`config.mk`:
```
export PLATFORM = sky130hd
export DESIGN_NAME = jump_loop_auxreg_ldst_exec
export DESIGN_NICKNAME = d
export VERILOG_FILES = /design/src/exec_pkg.sv /design/src/jump_loop_auxreg_ldst_exec.sv
export SDC_FILE = /design/constraint.sdc
export NUM_CORES = 1
export LEC_CHECK = 0
export BUFFER_PORTS_ARGS = -buffer_cell sky130_fd_sc_hd__clkbuf_2
export CORE_MARGIN = 2
export CORE_UTILIZATION = 50
export CTS_CLUSTER_SIZE = 25
export DETAILED_ROUTE_END_ITERATION = 16
export GPL_TIMING_DRIVEN = 0
export PLACE_DENSITY_LB_ADDON = 0.05
export SLEW_MARGIN = 20
export SYNTH_ARGS = -nofsm -noshare
export SYNTH_HDL_FRONTEND = slang
export SYNTH_SLANG_ARGS = --single-unit
```
`constraint.sdc`:
```
create_clock -name pclk -period 4.81 [get_ports pclk]
set_input_delay 0.2405 -clock pclk [delete_from_list [all_inputs] [get_ports pclk]]
set_output_delay 0.2405 -clock pclk [all_outputs]
set_load 0.05 [all_outputs]
```
`src/exec_pkg.sv`:
```
// Purpose: constants and carriers for the jump/loop/aux/ldst execute unit
// Assumes: 32-bit core, one clock, APB register access
// Notes:   decoded instruction arrives as a packed struct from decode
//
// Overview of operation
// - no-delay mode skips slot only when taken
// - long immediate jumps get no delay slot
// - flagged irq-link jump restores status word
// - taken jump-link writes link, loads pc
// - any target address, forced 16-bit aligned
// - zero-overhead loop compare and decrement
// - loop setup: s12 always sets bounds; other non-reg formats false branches, true sets bounds
// - loop setup in reg formats raises error
// - s12 loop end is pc plus doubled immediate
// - u6 conditional loop setup, false adds offset
// - loop bounds written by aux stores
// - aux access single cycle, no scoreboard
// - aux access stalls only like alu ops
// - aux access 32-bit, always unconditional
// - aux load reads, aux store writes selected
// - pre-update writes back before, post after
// - scaled mode never writes back address
// - zero offset adds nothing to base
// - size from opcode: byte, half, word
// - zero extend by default, sign with suffix
// - taken non-limm jump applies one cycle later
// - load destination pending until data arrives
package exec_pkg;

    // ========================================
    // opcode classes
    typedef enum logic [3:0] {
        OP_NONE  = 4'h0,
        OP_JUMP  = 4'h1,
        OP_JLINK = 4'h2,
        OP_LOOP  = 4'h3,
        OP_AUXLD = 4'h4,
        OP_AUXST = 4'h5,
        OP_LOAD  = 4'h6,
        OP_STORE = 4'h7
    } op_t;

    // operand formats
    typedef enum logic [2:0] {
        FMT_RR   = 3'h0,
        FMT_U6   = 3'h1,
        FMT_S12  = 3'h2,
        FMT_CR   = 3'h3,
        FMT_CU6  = 3'h4,
        FMT_LIMM = 3'h5
    } fmt_t;

    // access sizes
    typedef enum logic [1:0] {
        SZ_WORD = 2'h0,
        SZ_BYTE = 2'h1,
        SZ_HALF = 2'h2
    } size_t;

    // write-back modes
    typedef enum logic [1:0] {
        WB_NONE = 2'h0,
        WB_PRE  = 2'h1,
        WB_POST = 2'h2,
        WB_SCAL = 2'h3
    } wb_t;

    // ========================================
    // aux register numbers (aux space select)
    localparam logic [31:0] AUX_LOOP_START = 32'h0000_0002;
    localparam logic [31:0] AUX_LOOP_END   = 32'h0000_0003;
    localparam logic [31:0] AUX_STATUS     = 32'h0000_000A;
    localparam logic [31:0] AUX_STAT_L1    = 32'h0000_000B;
    localparam logic [31:0] AUX_STAT_L2    = 32'h0000_000C;

    // core register numbers
    localparam logic [5:0] REG_IRQ_LINK1 = 6'h1D;
    localparam logic [5:0] REG_IRQ_LINK2 = 6'h1E;

    // ========================================
    // apb map (byte offsets)
    localparam logic [11:0] APB_LOOP_COUNT = 12'h000;
    localparam logic [11:0] APB_CTRL       = 12'h004;
    localparam logic [11:0] APB_STATE      = 12'h008;
    localparam logic [11:0] APB_PC         = 12'h00C;
    localparam logic [11:0] APB_LINK       = 12'h010;

    // field positions
    localparam int CTRL_HALT_BIT = 0;
    localparam int ST_ERR_BIT    = 0;
    localparam int ST_PEND_BIT   = 1;
    localparam int ST_SLOT_BIT   = 2;

    // reset values and shared constants
    localparam logic [31:0] RST_PC     = 32'h0000_0000;
    localparam logic [31:0] RST_STATUS = 32'h0000_0000;
    localparam logic [31:0] ZERO32     = 32'h0000_0000;
    localparam logic [31:0] ONE32      = 32'h0000_0001;
    localparam logic [31:0] ALIGN_MASK = 32'hFFFF_FFFE;

    // decoded instruction from decode
    typedef struct packed {
        logic        valid;
        op_t         op;
        fmt_t        fmt;
        logic        cond;
        logic        delay;
        logic        flag;
        logic [5:0]  src_reg;
        logic [5:0]  dst_reg;
        logic [31:0] pc;
        logic [31:0] following_instr_addr;
        logic [31:0] src_b;
        logic [31:0] src_c;
        logic [31:0] imm;
        size_t       size;
        logic        sext;
        wb_t         wb;
        logic        reads_pending;
    } instr_t;

    // memory request to memory controller
    typedef struct packed {
        logic        valid;
        logic        write;
        size_t       size;
        logic [31:0] addr;
        logic [31:0] wdata;
    } mem_req_t;

    // register write-back port
    typedef struct packed {
        logic        valid;
        logic [5:0]  reg_num;
        logic [31:0] data;
    } reg_wr_t;

endpackage

```
`src/jump_loop_auxreg_ldst_exec.sv`:
```
// Purpose: execute stage for jumps, loops, aux access and load/store
// Assumes: decode supplies resolved operands and condition result
// Notes:   memory data returns by mem_rvalid, one load outstanding
//
// Decided for this implementation: the APB register port and the address map.
`timescale 1ns/1ps
module jump_loop_auxreg_ldst_exec (
    input  wire logic              pclk,
    input  wire logic              presetn,
    input  wire exec_pkg::instr_t  instr,
    output logic                   instr_ready,
    output logic [31:0]            fetch_pc,
    output logic                   kill_next,
    output logic                   instr_err,
    output exec_pkg::mem_req_t     mem_req,
    input  wire logic              mem_ready,
    input  wire logic              mem_rvalid,
    input  wire logic [31:0]       mem_rdata,
    output exec_pkg::reg_wr_t      reg_wr,
    output logic [31:0]            status_word,
    input  wire logic [31:0]       irq_link_reg_one,
    input  wire logic [31:0]       irq_link_reg_two,
    input  wire logic              psel,
    input  wire logic              penable,
    input  wire logic              pwrite,
    input  wire logic [11:0]       paddr,
    input  wire logic [31:0]       pwdata,
    output logic [31:0]            prdata,
    output logic                   pready,
    output logic                   pslverr
);

    // ========================================
    // state
    typedef struct packed {
        logic [31:0]       pc;
        logic [31:0]       tgt;
        logic              tgt_pend;
        logic              kill;
        logic [31:0]       link;
        logic [31:0]       loop_start_reg;
        logic [31:0]       loop_end_reg;
        logic [31:0]       loop_count_reg;
        logic [31:0]       status;
        logic [31:0]       stat_l1;
        logic [31:0]       stat_l2;
        logic              err;
        logic              halt;
        logic              ld_pend;
        logic [5:0]        ld_reg;
        exec_pkg::size_t   ld_size;
        logic              ld_sext;
        exec_pkg::mem_req_t req;
        exec_pkg::reg_wr_t wr;
        logic              post_wb;
        logic [5:0]        post_reg;
        logic [31:0]       post_addr;
        logic [31:0]       prdata;
    } state_t;

    state_t cur_ff;   // registered state
    state_t nxt_st;   // next state

    // ========================================
    // helpers
    // extend a loaded value by size
    function automatic logic [31:0] extend(input logic [31:0] d,
                                           input exec_pkg::size_t s,
                                           input logic sx);
        logic [31:0] r;
        r = d;
        unique case (s)
            exec_pkg::SZ_BYTE: r = sx ? {{24{d[7]}}, d[7:0]} : {24'h000000, d[7:0]};
            exec_pkg::SZ_HALF: r = sx ? {{16{d[15]}}, d[15:0]} : {16'h0000, d[15:0]};
            exec_pkg::SZ_WORD: r = d;
        endcase
        return r;
    endfunction

    // align any jump target to a halfword
    function automatic logic [31:0] align(input logic [31:0] a);
        return a & exec_pkg::ALIGN_MASK;
    endfunction

    // ========================================
    // combinational next state
    logic        stall;      // hold decode
    logic        apb_acc;    // apb access phase
    logic [31:0] offs;       // effective offset
    logic [31:0] addr;       // computed address
    logic        mem_op;     // load or store
    always_comb begin
        nxt_st   = cur_ff;
        apb_acc  = psel && penable;
        mem_op   = instr.valid && (instr.op == exec_pkg::OP_LOAD ||
                                   instr.op == exec_pkg::OP_STORE);
        // alu-like hazard for any op reading a pending register; memory ops also wait for controller
        stall    = cur_ff.halt ||
                   (instr.valid && instr.reads_pending && cur_ff.ld_pend) ||
                   (mem_op && (cur_ff.req.valid || cur_ff.ld_pend));
        // scaled offset shift by log2 size
        offs = instr.src_c;
        if (instr.wb == exec_pkg::WB_SCAL) begin
            unique case (instr.size)
                exec_pkg::SZ_HALF: offs = instr.src_c << 1;
                exec_pkg::SZ_WORD: offs = instr.src_c << 2;
                exec_pkg::SZ_BYTE: offs = instr.src_c;
            endcase
        end
        addr = instr.src_b + offs;
        nxt_st.wr.valid = 1'b0;
        nxt_st.kill     = 1'b0;
        nxt_st.err      = 1'b0;

        // delayed jump applies one cycle after the jump
        if (cur_ff.tgt_pend) begin
            nxt_st.pc       = cur_ff.tgt;
            nxt_st.tgt_pend = 1'b0;
        end else if (!stall && instr.valid) begin
            nxt_st.pc = instr.following_instr_addr;
        end

        // zero-overhead loop: compare and decrement in the same cycle
        if (!stall && instr.valid && !cur_ff.tgt_pend &&
            instr.following_instr_addr == cur_ff.loop_end_reg && cur_ff.loop_count_reg != exec_pkg::ZERO32 &&
            cur_ff.loop_count_reg != exec_pkg::ONE32) begin
            nxt_st.pc             = cur_ff.loop_start_reg;
            nxt_st.loop_count_reg = cur_ff.loop_count_reg - exec_pkg::ONE32;
        end else if (!stall && instr.valid && instr.following_instr_addr == cur_ff.loop_end_reg &&
                     cur_ff.loop_count_reg != exec_pkg::ZERO32) begin
            nxt_st.loop_count_reg = cur_ff.loop_count_reg - exec_pkg::ONE32;
        end

        // memory request retire
        if (cur_ff.req.valid && mem_ready) begin
            nxt_st.req.valid = 1'b0;
            if (cur_ff.post_wb) begin
                nxt_st.wr       = '{valid: 1'b1, reg_num: cur_ff.post_reg,
                                    data: cur_ff.post_addr};
                nxt_st.post_wb  = 1'b0;
            end
        end
        // load data return clears pending tag
        if (cur_ff.ld_pend && mem_rvalid && !cur_ff.req.valid) begin
            nxt_st.ld_pend = 1'b0;
            nxt_st.wr = '{valid: 1'b1, reg_num: cur_ff.ld_reg,
                          data: extend(mem_rdata, cur_ff.ld_size, cur_ff.ld_sext)};
        end

        if (!stall && instr.valid) begin
            unique case (instr.op)
                exec_pkg::OP_JUMP, exec_pkg::OP_JLINK: begin
                    if (instr.cond) begin
                        if (instr.op == exec_pkg::OP_JLINK) begin
                            nxt_st.link = instr.following_instr_addr;
                        end
                        if (instr.flag && instr.src_reg == exec_pkg::REG_IRQ_LINK1) begin
                            nxt_st.tgt    = align(irq_link_reg_one);
                            nxt_st.status = cur_ff.stat_l1;
                        end else if (instr.flag && instr.src_reg == exec_pkg::REG_IRQ_LINK2) begin
                            nxt_st.tgt    = align(irq_link_reg_two);
                            nxt_st.status = cur_ff.stat_l2;
                        end else begin
                            nxt_st.tgt = align(instr.src_c);
                        end
                        if (instr.fmt == exec_pkg::FMT_LIMM) begin
                            // limm word occupies the next slot: jump directly
                            nxt_st.pc = nxt_st.tgt;
                        end else begin
                            nxt_st.tgt_pend = 1'b1;
                            nxt_st.kill     = !instr.delay;
                        end
                    end
                end
                exec_pkg::OP_LOOP: begin
                    if (instr.fmt == exec_pkg::FMT_RR || instr.fmt == exec_pkg::FMT_CR) begin
                        nxt_st.err = 1'b1;
                    end else if (instr.fmt == exec_pkg::FMT_S12) begin
                        nxt_st.loop_end_reg   = align(instr.pc + (instr.imm << 1));
                        nxt_st.loop_start_reg = instr.following_instr_addr;
                    end else if (instr.cond) begin
                        nxt_st.loop_end_reg   = align(instr.pc + (instr.imm << 1));
                        nxt_st.loop_start_reg = instr.following_instr_addr;
                    end else begin
                        nxt_st.pc = align(instr.pc + (instr.imm << 1));
                    end
                end
                exec_pkg::OP_AUXLD: begin
                    // single cycle, 32-bit, ignores condition
                    nxt_st.wr.valid   = 1'b1;
                    nxt_st.wr.reg_num = instr.dst_reg;
                    unique case (instr.src_c)
                        exec_pkg::AUX_LOOP_START: nxt_st.wr.data = cur_ff.loop_start_reg;
                        exec_pkg::AUX_LOOP_END:   nxt_st.wr.data = cur_ff.loop_end_reg;
                        exec_pkg::AUX_STATUS:     nxt_st.wr.data = cur_ff.status;
                        exec_pkg::AUX_STAT_L1:    nxt_st.wr.data = cur_ff.stat_l1;
                        exec_pkg::AUX_STAT_L2:    nxt_st.wr.data = cur_ff.stat_l2;
                        default:                  nxt_st.wr.data = exec_pkg::ZERO32;
                    endcase
                end
                exec_pkg::OP_AUXST: begin
                    unique case (instr.src_c)
                        exec_pkg::AUX_LOOP_START: nxt_st.loop_start_reg = instr.src_b;
                        exec_pkg::AUX_LOOP_END:   nxt_st.loop_end_reg = instr.src_b;
                        exec_pkg::AUX_STATUS:     nxt_st.status = instr.src_b;
                        exec_pkg::AUX_STAT_L1:    nxt_st.stat_l1 = instr.src_b;
                        exec_pkg::AUX_STAT_L2:    nxt_st.stat_l2 = instr.src_b;
                        default:                  nxt_st.status = cur_ff.status;
                    endcase
                end
                exec_pkg::OP_LOAD, exec_pkg::OP_STORE: begin
                    nxt_st.req.valid = 1'b1;
                    nxt_st.req.write = (instr.op == exec_pkg::OP_STORE);
                    nxt_st.req.size  = instr.size;
                    nxt_st.req.wdata = instr.imm;
                    // post-update uses base; pre and scaled use computed address
                    nxt_st.req.addr  = (instr.wb == exec_pkg::WB_POST) ? instr.src_b : addr;
                    if (instr.wb == exec_pkg::WB_PRE) begin
                        nxt_st.wr = '{valid: 1'b1, reg_num: instr.src_reg, data: addr};
                    end
                    nxt_st.post_wb   = (instr.wb == exec_pkg::WB_POST);
                    nxt_st.post_reg  = instr.src_reg;
                    nxt_st.post_addr = addr;
                    if (instr.op == exec_pkg::OP_LOAD) begin
                        nxt_st.ld_pend = 1'b1;
                        nxt_st.ld_reg  = instr.dst_reg;
                        nxt_st.ld_size = instr.size;
                        nxt_st.ld_sext = instr.sext;
                    end
                end
                default: begin
                    nxt_st.err = 1'b0;
                end
            endcase
        end

        // apb: loop count as ordinary register, control, state
        if (apb_acc && pwrite) begin
            if (paddr == exec_pkg::APB_LOOP_COUNT) nxt_st.loop_count_reg = pwdata;
            if (paddr == exec_pkg::APB_CTRL)       nxt_st.halt = pwdata[exec_pkg::CTRL_HALT_BIT];
        end
        nxt_st.prdata = exec_pkg::ZERO32;
        if (psel && !penable && !pwrite) begin
            unique case (paddr)
                exec_pkg::APB_LOOP_COUNT: nxt_st.prdata = cur_ff.loop_count_reg;
                exec_pkg::APB_CTRL:       nxt_st.prdata = {31'h0, cur_ff.halt};
                exec_pkg::APB_STATE:      nxt_st.prdata = {29'h0, cur_ff.tgt_pend,
                                                           cur_ff.ld_pend, cur_ff.err};
                exec_pkg::APB_PC:         nxt_st.prdata = cur_ff.pc;
                exec_pkg::APB_LINK:       nxt_st.prdata = cur_ff.link;
                default:                  nxt_st.prdata = exec_pkg::ZERO32;
            endcase
        end
    end

    // ========================================
    // state register
    always_ff @(posedge pclk or negedge presetn) begin
        if (!presetn) begin
            cur_ff        <= '0;
            cur_ff.pc     <= exec_pkg::RST_PC;
            cur_ff.status <= exec_pkg::RST_STATUS;
        end else begin
            cur_ff <= nxt_st;
        end
    end

    // ========================================
    // outputs
    logic unmapped;   // address outside map
    assign unmapped    = paddr > exec_pkg::APB_LINK || paddr[1:0] != 2'h0;
    assign instr_ready = !stall;
    assign fetch_pc    = cur_ff.pc;
    assign kill_next   = cur_ff.kill;
    assign instr_err   = cur_ff.err;
    assign mem_req     = cur_ff.req;
    assign reg_wr      = cur_ff.wr;
    assign status_word = cur_ff.status;
    assign prdata      = cur_ff.prdata;
    assign pready      = 1'b1;
    assign pslverr     = psel && penable && unmapped;
endmodule

```
# ---- After elaboration in Yosys (flattened, before gate mapping)
# Index checks and enable logic that the tools add are counted.
dict set report totals {
  regBits 480
  in_bits 336
  output_inout_bits 208
  wordCells 176
}
dict set report classes {
  n_addsub 3
  order_cmp 1
  n_eq_ne 37
  mux 53
  n_reduce_logical 53
}
# op n
set op_table {}
lappend op_table {{$mux 32} 25}
lappend op_table {{$pmux 32 s5} 2}
lappend op_table {{$mux 64} 3}
lappend op_table {{$pmux 32 s3} 2}
lappend op_table {{$mux 162} 1}
lappend op_table {{$mux 156} 1}
lappend op_table {{$pmux 32 s2} 2}
lappend op_table {{$pmux 64 s2} 1}
lappend op_table {{$mux 39} 3}
lappend op_table {{$mux 98} 1}
lappend op_table {{$eq 32x4->1 const B} 3}
lappend op_table {{$mux 40} 2}
lappend op_table {{$mux 78} 1}
lappend op_table {{$pmux 39 s2} 1}
lappend op_table {{$mux 66} 1}
lappend op_table {{$add 32x32->32} 2}
lappend op_table {{$eq 32x2->1 const B} 2}
lappend op_table {{$eq 32x32->1} 1}
lappend op_table {{$ne 32x1->1 const B} 1}
lappend op_table {{$reduce_bool 32->1} 1}
lappend op_table {{$sub 32x1->32 const B} 1}
lappend op_table {{$eq 12x4->1 const B} 2}
lappend op_table {{$logic_and 1x1->1} 21}
lappend op_table {{$eq 4x3->1 const B} 4}
lappend op_table {{other kinds (27)} 63}

# ---- Depth between registers and ports, before layout
# Gate-level depths: netlist of run 1.
dict set report depth {
  word_depth 17
  depth_mapped 16
  mapped_depth_nobuf 15
}

# ---- Worst setup path after synthesis of run 1
# OpenSTA, ideal clock, no wires.
dict set report synth_path {
  path_type {input to register}
  startpoint {in instr[41] (netlist bit)}
  endpoint {reg cur_ff, in the netlist reg_wr[28]}
  t_arrival_ps 4156
  slack_ps 529
  cell_stages 16
  path_buffers 3
  path_cell_list {clkbuf_1 > clkbuf_1 > buf_1 > nor3b_1 > a21oi_1 > o21ai_0 > ha_1 > a21o_1 > a21o_1 > a311oi_1 > a2111oi_0 > o31a_1 > o31ai_2 > o21bai_1 > xor2_1 > a221o_1}
}
# item line
set synth_rtl {}
lappend synth_rtl {{from (decl)} jump_loop_auxreg_ldst_exec.sv:10} ;# input wire exec_pkg::instr_t instr,
lappend synth_rtl {{to (signal assigned)} jump_loop_auxreg_ldst_exec.sv:264} ;# cur_ff <= nxt_st;
lappend synth_rtl {{to (decl)} jump_loop_auxreg_ldst_exec.sv:61} ;# state_t cur_ff;

==> metrics.txt, run 1 <==
Initial Util 0.508; # port buffers 534; RSZ-0062 raised after global routing no; run status finished clean; Synth cell types 83; initial detailed-routing violation count 3729; layout cells sized above 1 0.246; Peak Freq 215 MHz; Max-cap violations 0; Clk Latency, worst-skew pair 0.64 ns; Yosys warning count 0; first-pass GRT wire length 187000 um; Power Total 16000 uW; I/O pin count 544; CP Cell Sequence clkbuf_1 -> clkbuf_1 -> clkbuf_2 -> a21oi_1 -> o21ai_0 -> ha_1 -> nor2b_1 -> o31a_1 -> a311oi_2 -> a2111oi_0 -> o31a_1 -> o31ai_2 -> o21bai_1 -> xor2_1 -> a221o_1; crit-path max FO 10; TritonRoute pass-1 iters 9; GRT Total Usage 0.405; pin slew with the least headroom to its limit 1.22 ns; hold crit path type in2reg; Reg2Reg Setup Slack 0.51 ns; Syn Area/Cell 8.87 um2; H-tree depth 2; slew margin rel. 0.181; largest net degree at the start of global routing 89; Seq/Total Area, Yosys 0.398; CTS tree built; count of final hold-check violations 0; vias post-DR 30468; fin area 37400 um2; clock buffers created by TritonCTS 55; Syn Inst Count 3393; worst path buffer plus inverter count 3; Die Ht 249 um; Clock transition at path regs 0.06 ns; Final Util 0.631; DRC Markers 0; most used flip-flop cell after synthesis dfrtp_1; fin crit period 4.66 ns; P_leak 0.0176 uW; Crit path largest cell delay 0.53 ns; final net count 4551; Worst Path Required 5.32 ns; die footprint 62100 um2; FF-to-FF End reg_wr[36]$_DFF_PN0_; mapped cell area 30100 um2; Routed Antenna Nets 0; Yosys top cell area share 0.398; flip-flop and latch count after synthesis 479; CP Class in2reg; Core ar. 59200 um2; RD Place Congestion 0.990; CP startpoint kind input port; clk sink count 479; Layout area overhead 24.3%; PwrDens 429 nW/um2; post-synth net total 3798; DP Area 34000 um2; FILL cells 5364; Setup TNS 0 ns; crit path DAT 5.17 ns; CP max-delay cell o21ai_0; FP Rows 89; vias in the first global route 29231; initial antenna violation count 19; setup violators final 0; synth top area cells dfrtp_1 (40%), nand2_1 (6.0%), mux2_2 (5.6%), mux2i_1 (5.3%), a21oi_1 (5.2%); worst reg2reg path depth 8; WHS Path Cells 3; most common library cells after synthesis nand2_1 (481), dfrtp_1 (479), a21oi_1 (311), nor2_1 (252), o21ai_0 (237); most common cell in the netlist nand2_1; Async S/R FF share, synth 1.00; DR vias/cell 6.12; Layout Skew 0.0253 ns; die width 249 um; HPWL after DPL 103000 um; largest area contributor in the synthesized netlist dfrtp_1; Tcrit/Tclk final 0.969; Hold Startpoint instr[83]; fin. max-slew vios 0; WL/cell 26.1 um; global route overflow 0; Hold EP cur_ff[363]$_DFFE_PN0P_; Max Buffers Root-to-Sink 3; reg2reg start mem_req[67]$_DFF_PN0_; EDFF count, synth 0; Root Driver clkbuf_16; crit-path leading delay family compound AO/OA/AOI/OAI gates; CP Capture Type flop; worst IR drop on VDD 0.334 mV; WL final 130000 um
where the power goes:
part           internal (uW)  switching, uW
Combinational           2140           3910
Clock                   2490           1810
Sequential              4920            762
Total                   9550           6490
through the flow:
stage	instances	setup WS [ns]	hold slack [ns]
floorplan	3393	0.529	-0.0551
global placement	4700	-7.93	0.396
detailed placement	4710	-1.35	0.246
CTS	4957	0.00542	0.000572
global route	4968	0.0174	0.0125
finish	4976	0.149	0.0201
flip-flops by register name, indices dropped and copies added, names as in the netlist:
signal and flops:
cur_ff 274, fetch_pc 32, instr_err 1, kill_next 1, mem_req 68, prdata 32
reg_wr 39, status_word 32
layout make-up:
type,instances,area [um2],area share
clock inverter,11,138,0.00368
sequential,479,12000,0.321
timing repair buffer,697,4400,0.118
antenna,19,47.5,0.00127
multi-input combinational,2429,15600,0.416
inverter,61,229,0.00612
tap,773,967,0.0259
buffer,423,2380,0.0637
clock buffer,84,1680,0.0448
worst max path at each step:
stage,from,depth (start not counted),slack (ns),to
after detailed placement,instr[41],17,-1.35,reg_wr[28]$_DFF_PN0_
after global routing,instr[41],16,0.02,reg_wr[28]$_DFF_PN0_
final,instr[4],15,0.15,reg_wr[28]$_DFF_PN0_
after global placement,presetn,1,-7.93,mem_req[3]$_DFFE_PN0P_
after floorplan,instr[41],16,0.53,reg_wr[28]$_DFF_PN0_
after CTS,instr[2],17,0.005,reg_wr[28]$_DFF_PN0_
per-layer routing:
metal,vias up,part of all wire,track usage
li1,13455,-,-
met1,14958,0.40,0.537
met2,1754,0.44,0.604
met3,295,0.11,0.112
met4,6,0.055,0.215
met5,-,0.00028,0
cell usage in the layout (no fill, tap or decap), types with 153 or more instances in the layout:
cell type      count
clkbuf_2         537
nand2_1          481
dfrtp_1          479
a21oi_1          311
nor2_1           252
o21ai_0          237
buf_4            206
clkbuf_1         192
mux2i_1          159
dlygate4sd3_1    153
worst reg2reg max path, stage by stage, from the launching register on:
cell           delay, ns
dfrtp_1             0.43
nor2_1              0.12
o2111ai_2           0.69
or2_2               0.27
clkbuf_1            0.50
clkbuf_1            0.61
clkbuf_1            0.73
o221ai_1            0.22
dlygate4sd3_1       0.61
what timing repair did:
item / in CTS / in global routing
endpoints found under the hold margin: 265 / 0
hold buffers: 153 / 0
gates resized for setup: 2 / 4
endpoints found under the setup margin: 27 / 10
cloned: 0 / 0
setup buffers: 0 / 0
logic make-up after synthesis:
| logic type | share of synthesized area |
|---|---|
| AOI/OAI and AO/OA | 0.197 |
| xor gates and xnor gates | 0.0349 |
| adders and majority gates | 0.0292 |
| buffers and inverters | 0.0867 |
| DFF | 0.398 |
| muxes | 0.109 |
| other | 0.000125 |
| and+or+nand+nor | 0.145 |
No activity file was read; power rests on OpenSTA's default activity.
==> inputs of run 2 (changes only) <==
--- a/config.mk
+++ b/config.mk
@@ -6,6 +6,7 @@
 export NUM_CORES = 1
 export LEC_CHECK = 0
 export BUFFER_PORTS_ARGS = -buffer_cell sky130_fd_sc_hd__clkbuf_2
+export CORE_ASPECT_RATIO = 0.75
 export CORE_MARGIN = 2
 export CORE_UTILIZATION = 50
 export CTS_CLUSTER_SIZE = 25
==> run 2 against run 1 <==
  * Final cell count fell by 0.40%
  * Highest routed layer unchanged
  * Utilization shrank 0.47 points
  * Wire length grew 1.7%
  * Power decreased by 0.34%
  * Setup slack improved by 0.030 ns
  * Sequential cell count unchanged
  * Via count increased by 0.20%
  * Clock skew down 0.0065 ns
  * Non-clock buffer count shrank 20
  * Worst hold slack lost 0.011 ns
==> metrics.txt, run 2 (synthesis gave the netlist of run 1 again) <==
run status finished clean; Placement Setup Slack -1.57 ns; final cell count without fillers 4956; TritonRoute pass-1 iters 8; fin crit period 4.63 ns; Core ar. 59300 um2; Max Buffers Root-to-Sink 3; DRC Markers 0; hold crit path type in2reg; GRT Total Usage 0.415; Peak Freq 216 MHz; commonest non-fill, non-tap cell in the layout clkbuf_2; CP Cell Sequence clkbuf_2 -> buf_2 -> clkbuf_4 -> nor3b_1 -> a21oi_1 -> o21ai_0 -> ha_1 -> a21o_1 -> a21o_1 -> a311oi_4 -> a2111oi_1 -> o31a_1 -> o31ai_2 -> o21bai_1 -> xor2_1 -> a221o_1; Seq. cell area 12000 um2; crit path DAT 5.11 ns; RD Place Congestion 1.02; Die Ht 216 um; die footprint 62200 um2; H-tree depth 2; postcts setup bufs 0; clock buffers created by TritonCTS 50; most frequent cells in the layout clkbuf_2 (539), nand2_1 (481), dfrtp_1 (479); fin area 37100 um2; worst path buffer plus inverter count 3; Initial Util 0.508; WL met1 55800 um; Routed Antenna Nets 0; crit-path max FO 11; fin. max-slew vios 0; CP Capture Type flop; # port buffers 534; Max-cap violations 0; WL final 132000 um; pin slew with the least headroom to its limit 1.33 ns; FILL cells 5339; final net count 4526; vias post-DR 30530; multi-input logic area 15600 um2; RSZ-0062 raised after global routing no; first-pass GRT wire length 189000 um; die width 287 um; initial detailed-routing violation count 4190; CTS tree built; count of final hold-check violations 0; Layout Skew 0.0188 ns; worst hold margin 0.00871 ns; final worst-path setup slack 0.179 ns; CP startpoint kind input port; global route overflow 0; clk sink count 479; initial antenna violation count 4; Tcrit/Tclk final 0.963; met2 wire length 53800 um; PwrDens 431 nW/um2; HPWL after DPL 106000 um; DR vias/cell 6.16; largest net degree at the start of global routing 86; setup violators final 0; CP max-delay cell buf_2; crit-path most repeated cell a21o_1; CP Class in2reg; Crit path largest cell delay 0.45 ns; Layout area overhead 23.4%; P_leak 0.0175 uW; FP Rows 77; Largest Register cur_ff; I/O pin count 544; placed insts 4726; WL/cell 26.7 um; max reg flops 274; vias in the first global route 28543; uppermost routed layer met5; worst IR drop on VDD 0.374 mV; Worst Path Required 5.29 ns; crit-path leading delay family compound AO/OA/AOI/OAI gates; Root Driver clkbuf_16; layout cells sized above 1 0.248; WL met3 17700 um; DP Area 33900 um2; Clk Latency, worst-skew pair 0.61 ns; Clock transition at path regs 0.06 ns; slew margin rel. 0.109; Power Total 16000 uW
[run 2: changes by cell type in the layout (fill, tap and decap cells not counted), sizes merged]
| cell | before | now |
|---|---|---|
| buf | 247 | 244 |
| bufinv | 2 | 5 |
| clkbuf | 804 | 797 |
| clkinv | 6 | 14 |
| clkinvlp | 4 | 1 |
| diode | 19 | 3 |
| dlygate4sd3 | 153 | 134 |
[run 2: power breakdown]
group / total, uW / internal, uW / switching (uW)
registers: 5640 / 4920 / 717
logic: 6120 / 2120 / 4010
clock network: 4220 / 2440 / 1780
total: 16000 / 9480 / 6510
[run 2: layout make-up]
cell class,instances,area share
inverters,61,0.00617
diodes,3,0.000202
clock inverters,19,0.00661
flip-flops and latches,479,0.323
well taps,790,0.0266
clock buffers,75,0.0406
multi-input cells,2429,0.420
repair buffers,677,0.113
plain buffers,423,0.0643
[run 2: path summary, 6_finish.rpt]
check | cells past startpoint | start | slack [ns] | endpoint
min | 2 | instr[98] | 0.009 | cur_ff[218]$_DFFE_PN0P_
min in group asynchronous | 2 | presetn | 0.23 | prdata[6]$_DFF_PN0_
max | 16 | instr[41] | 0.18 | reg_wr[28]$_DFF_PN0_
max reg2reg | 7 | cur_ff[187]$_DFF_PN0_ | 0.61 | mem_req[67]$_DFF_PN0_
max in group asynchronous | 5 | presetn | 2.87 | mem_req[57]$_DFFE_PN0P_
min reg2reg | 2 | cur_ff[65]$_DFFE_PN0P_ | 0.48 | cur_ff[65]$_DFFE_PN0P_
[run 2: routing by layer]
layer / global-route usage / vias up
met4: 0.147 / 2
met1: 0.606 / 14868
met3: 0.131 / 244
met2: 0.574 / 2006
li1: - / 13410
met5: 0 / -
[run 2: per-stage QoR]
| stage | TNS, ns | utilization |
|---|---|---|
| 2_1_floorplan | 0 | - |
| 3_3_place_gp | -3804.85 | 0.569 |
| 3_5_place_dp | -49.15 | 0.573 |
| 4_1_cts | 0 | 0.625 |
| 5_1_grt | 0 | 0.626 |
| 6_report | 0 | 0.626 |
[run 2: what timing repair did]
item,4_1_cts,5_1_grt
endpoints found under the hold margin,238,0
endpoints found under the setup margin,39,12
hold buffers,134,0
resized for setup,4,13
[run 2: worst register-to-register path: cells and delay by family (launching register included)]
family | cells | cell delay [ns]
DFF | 1 | 0.44
buffers and inverters | 3 | 2.10
AOI/OAI and AO/OA | 2 | 1.10
and+or+nand+nor | 2 | 0.37
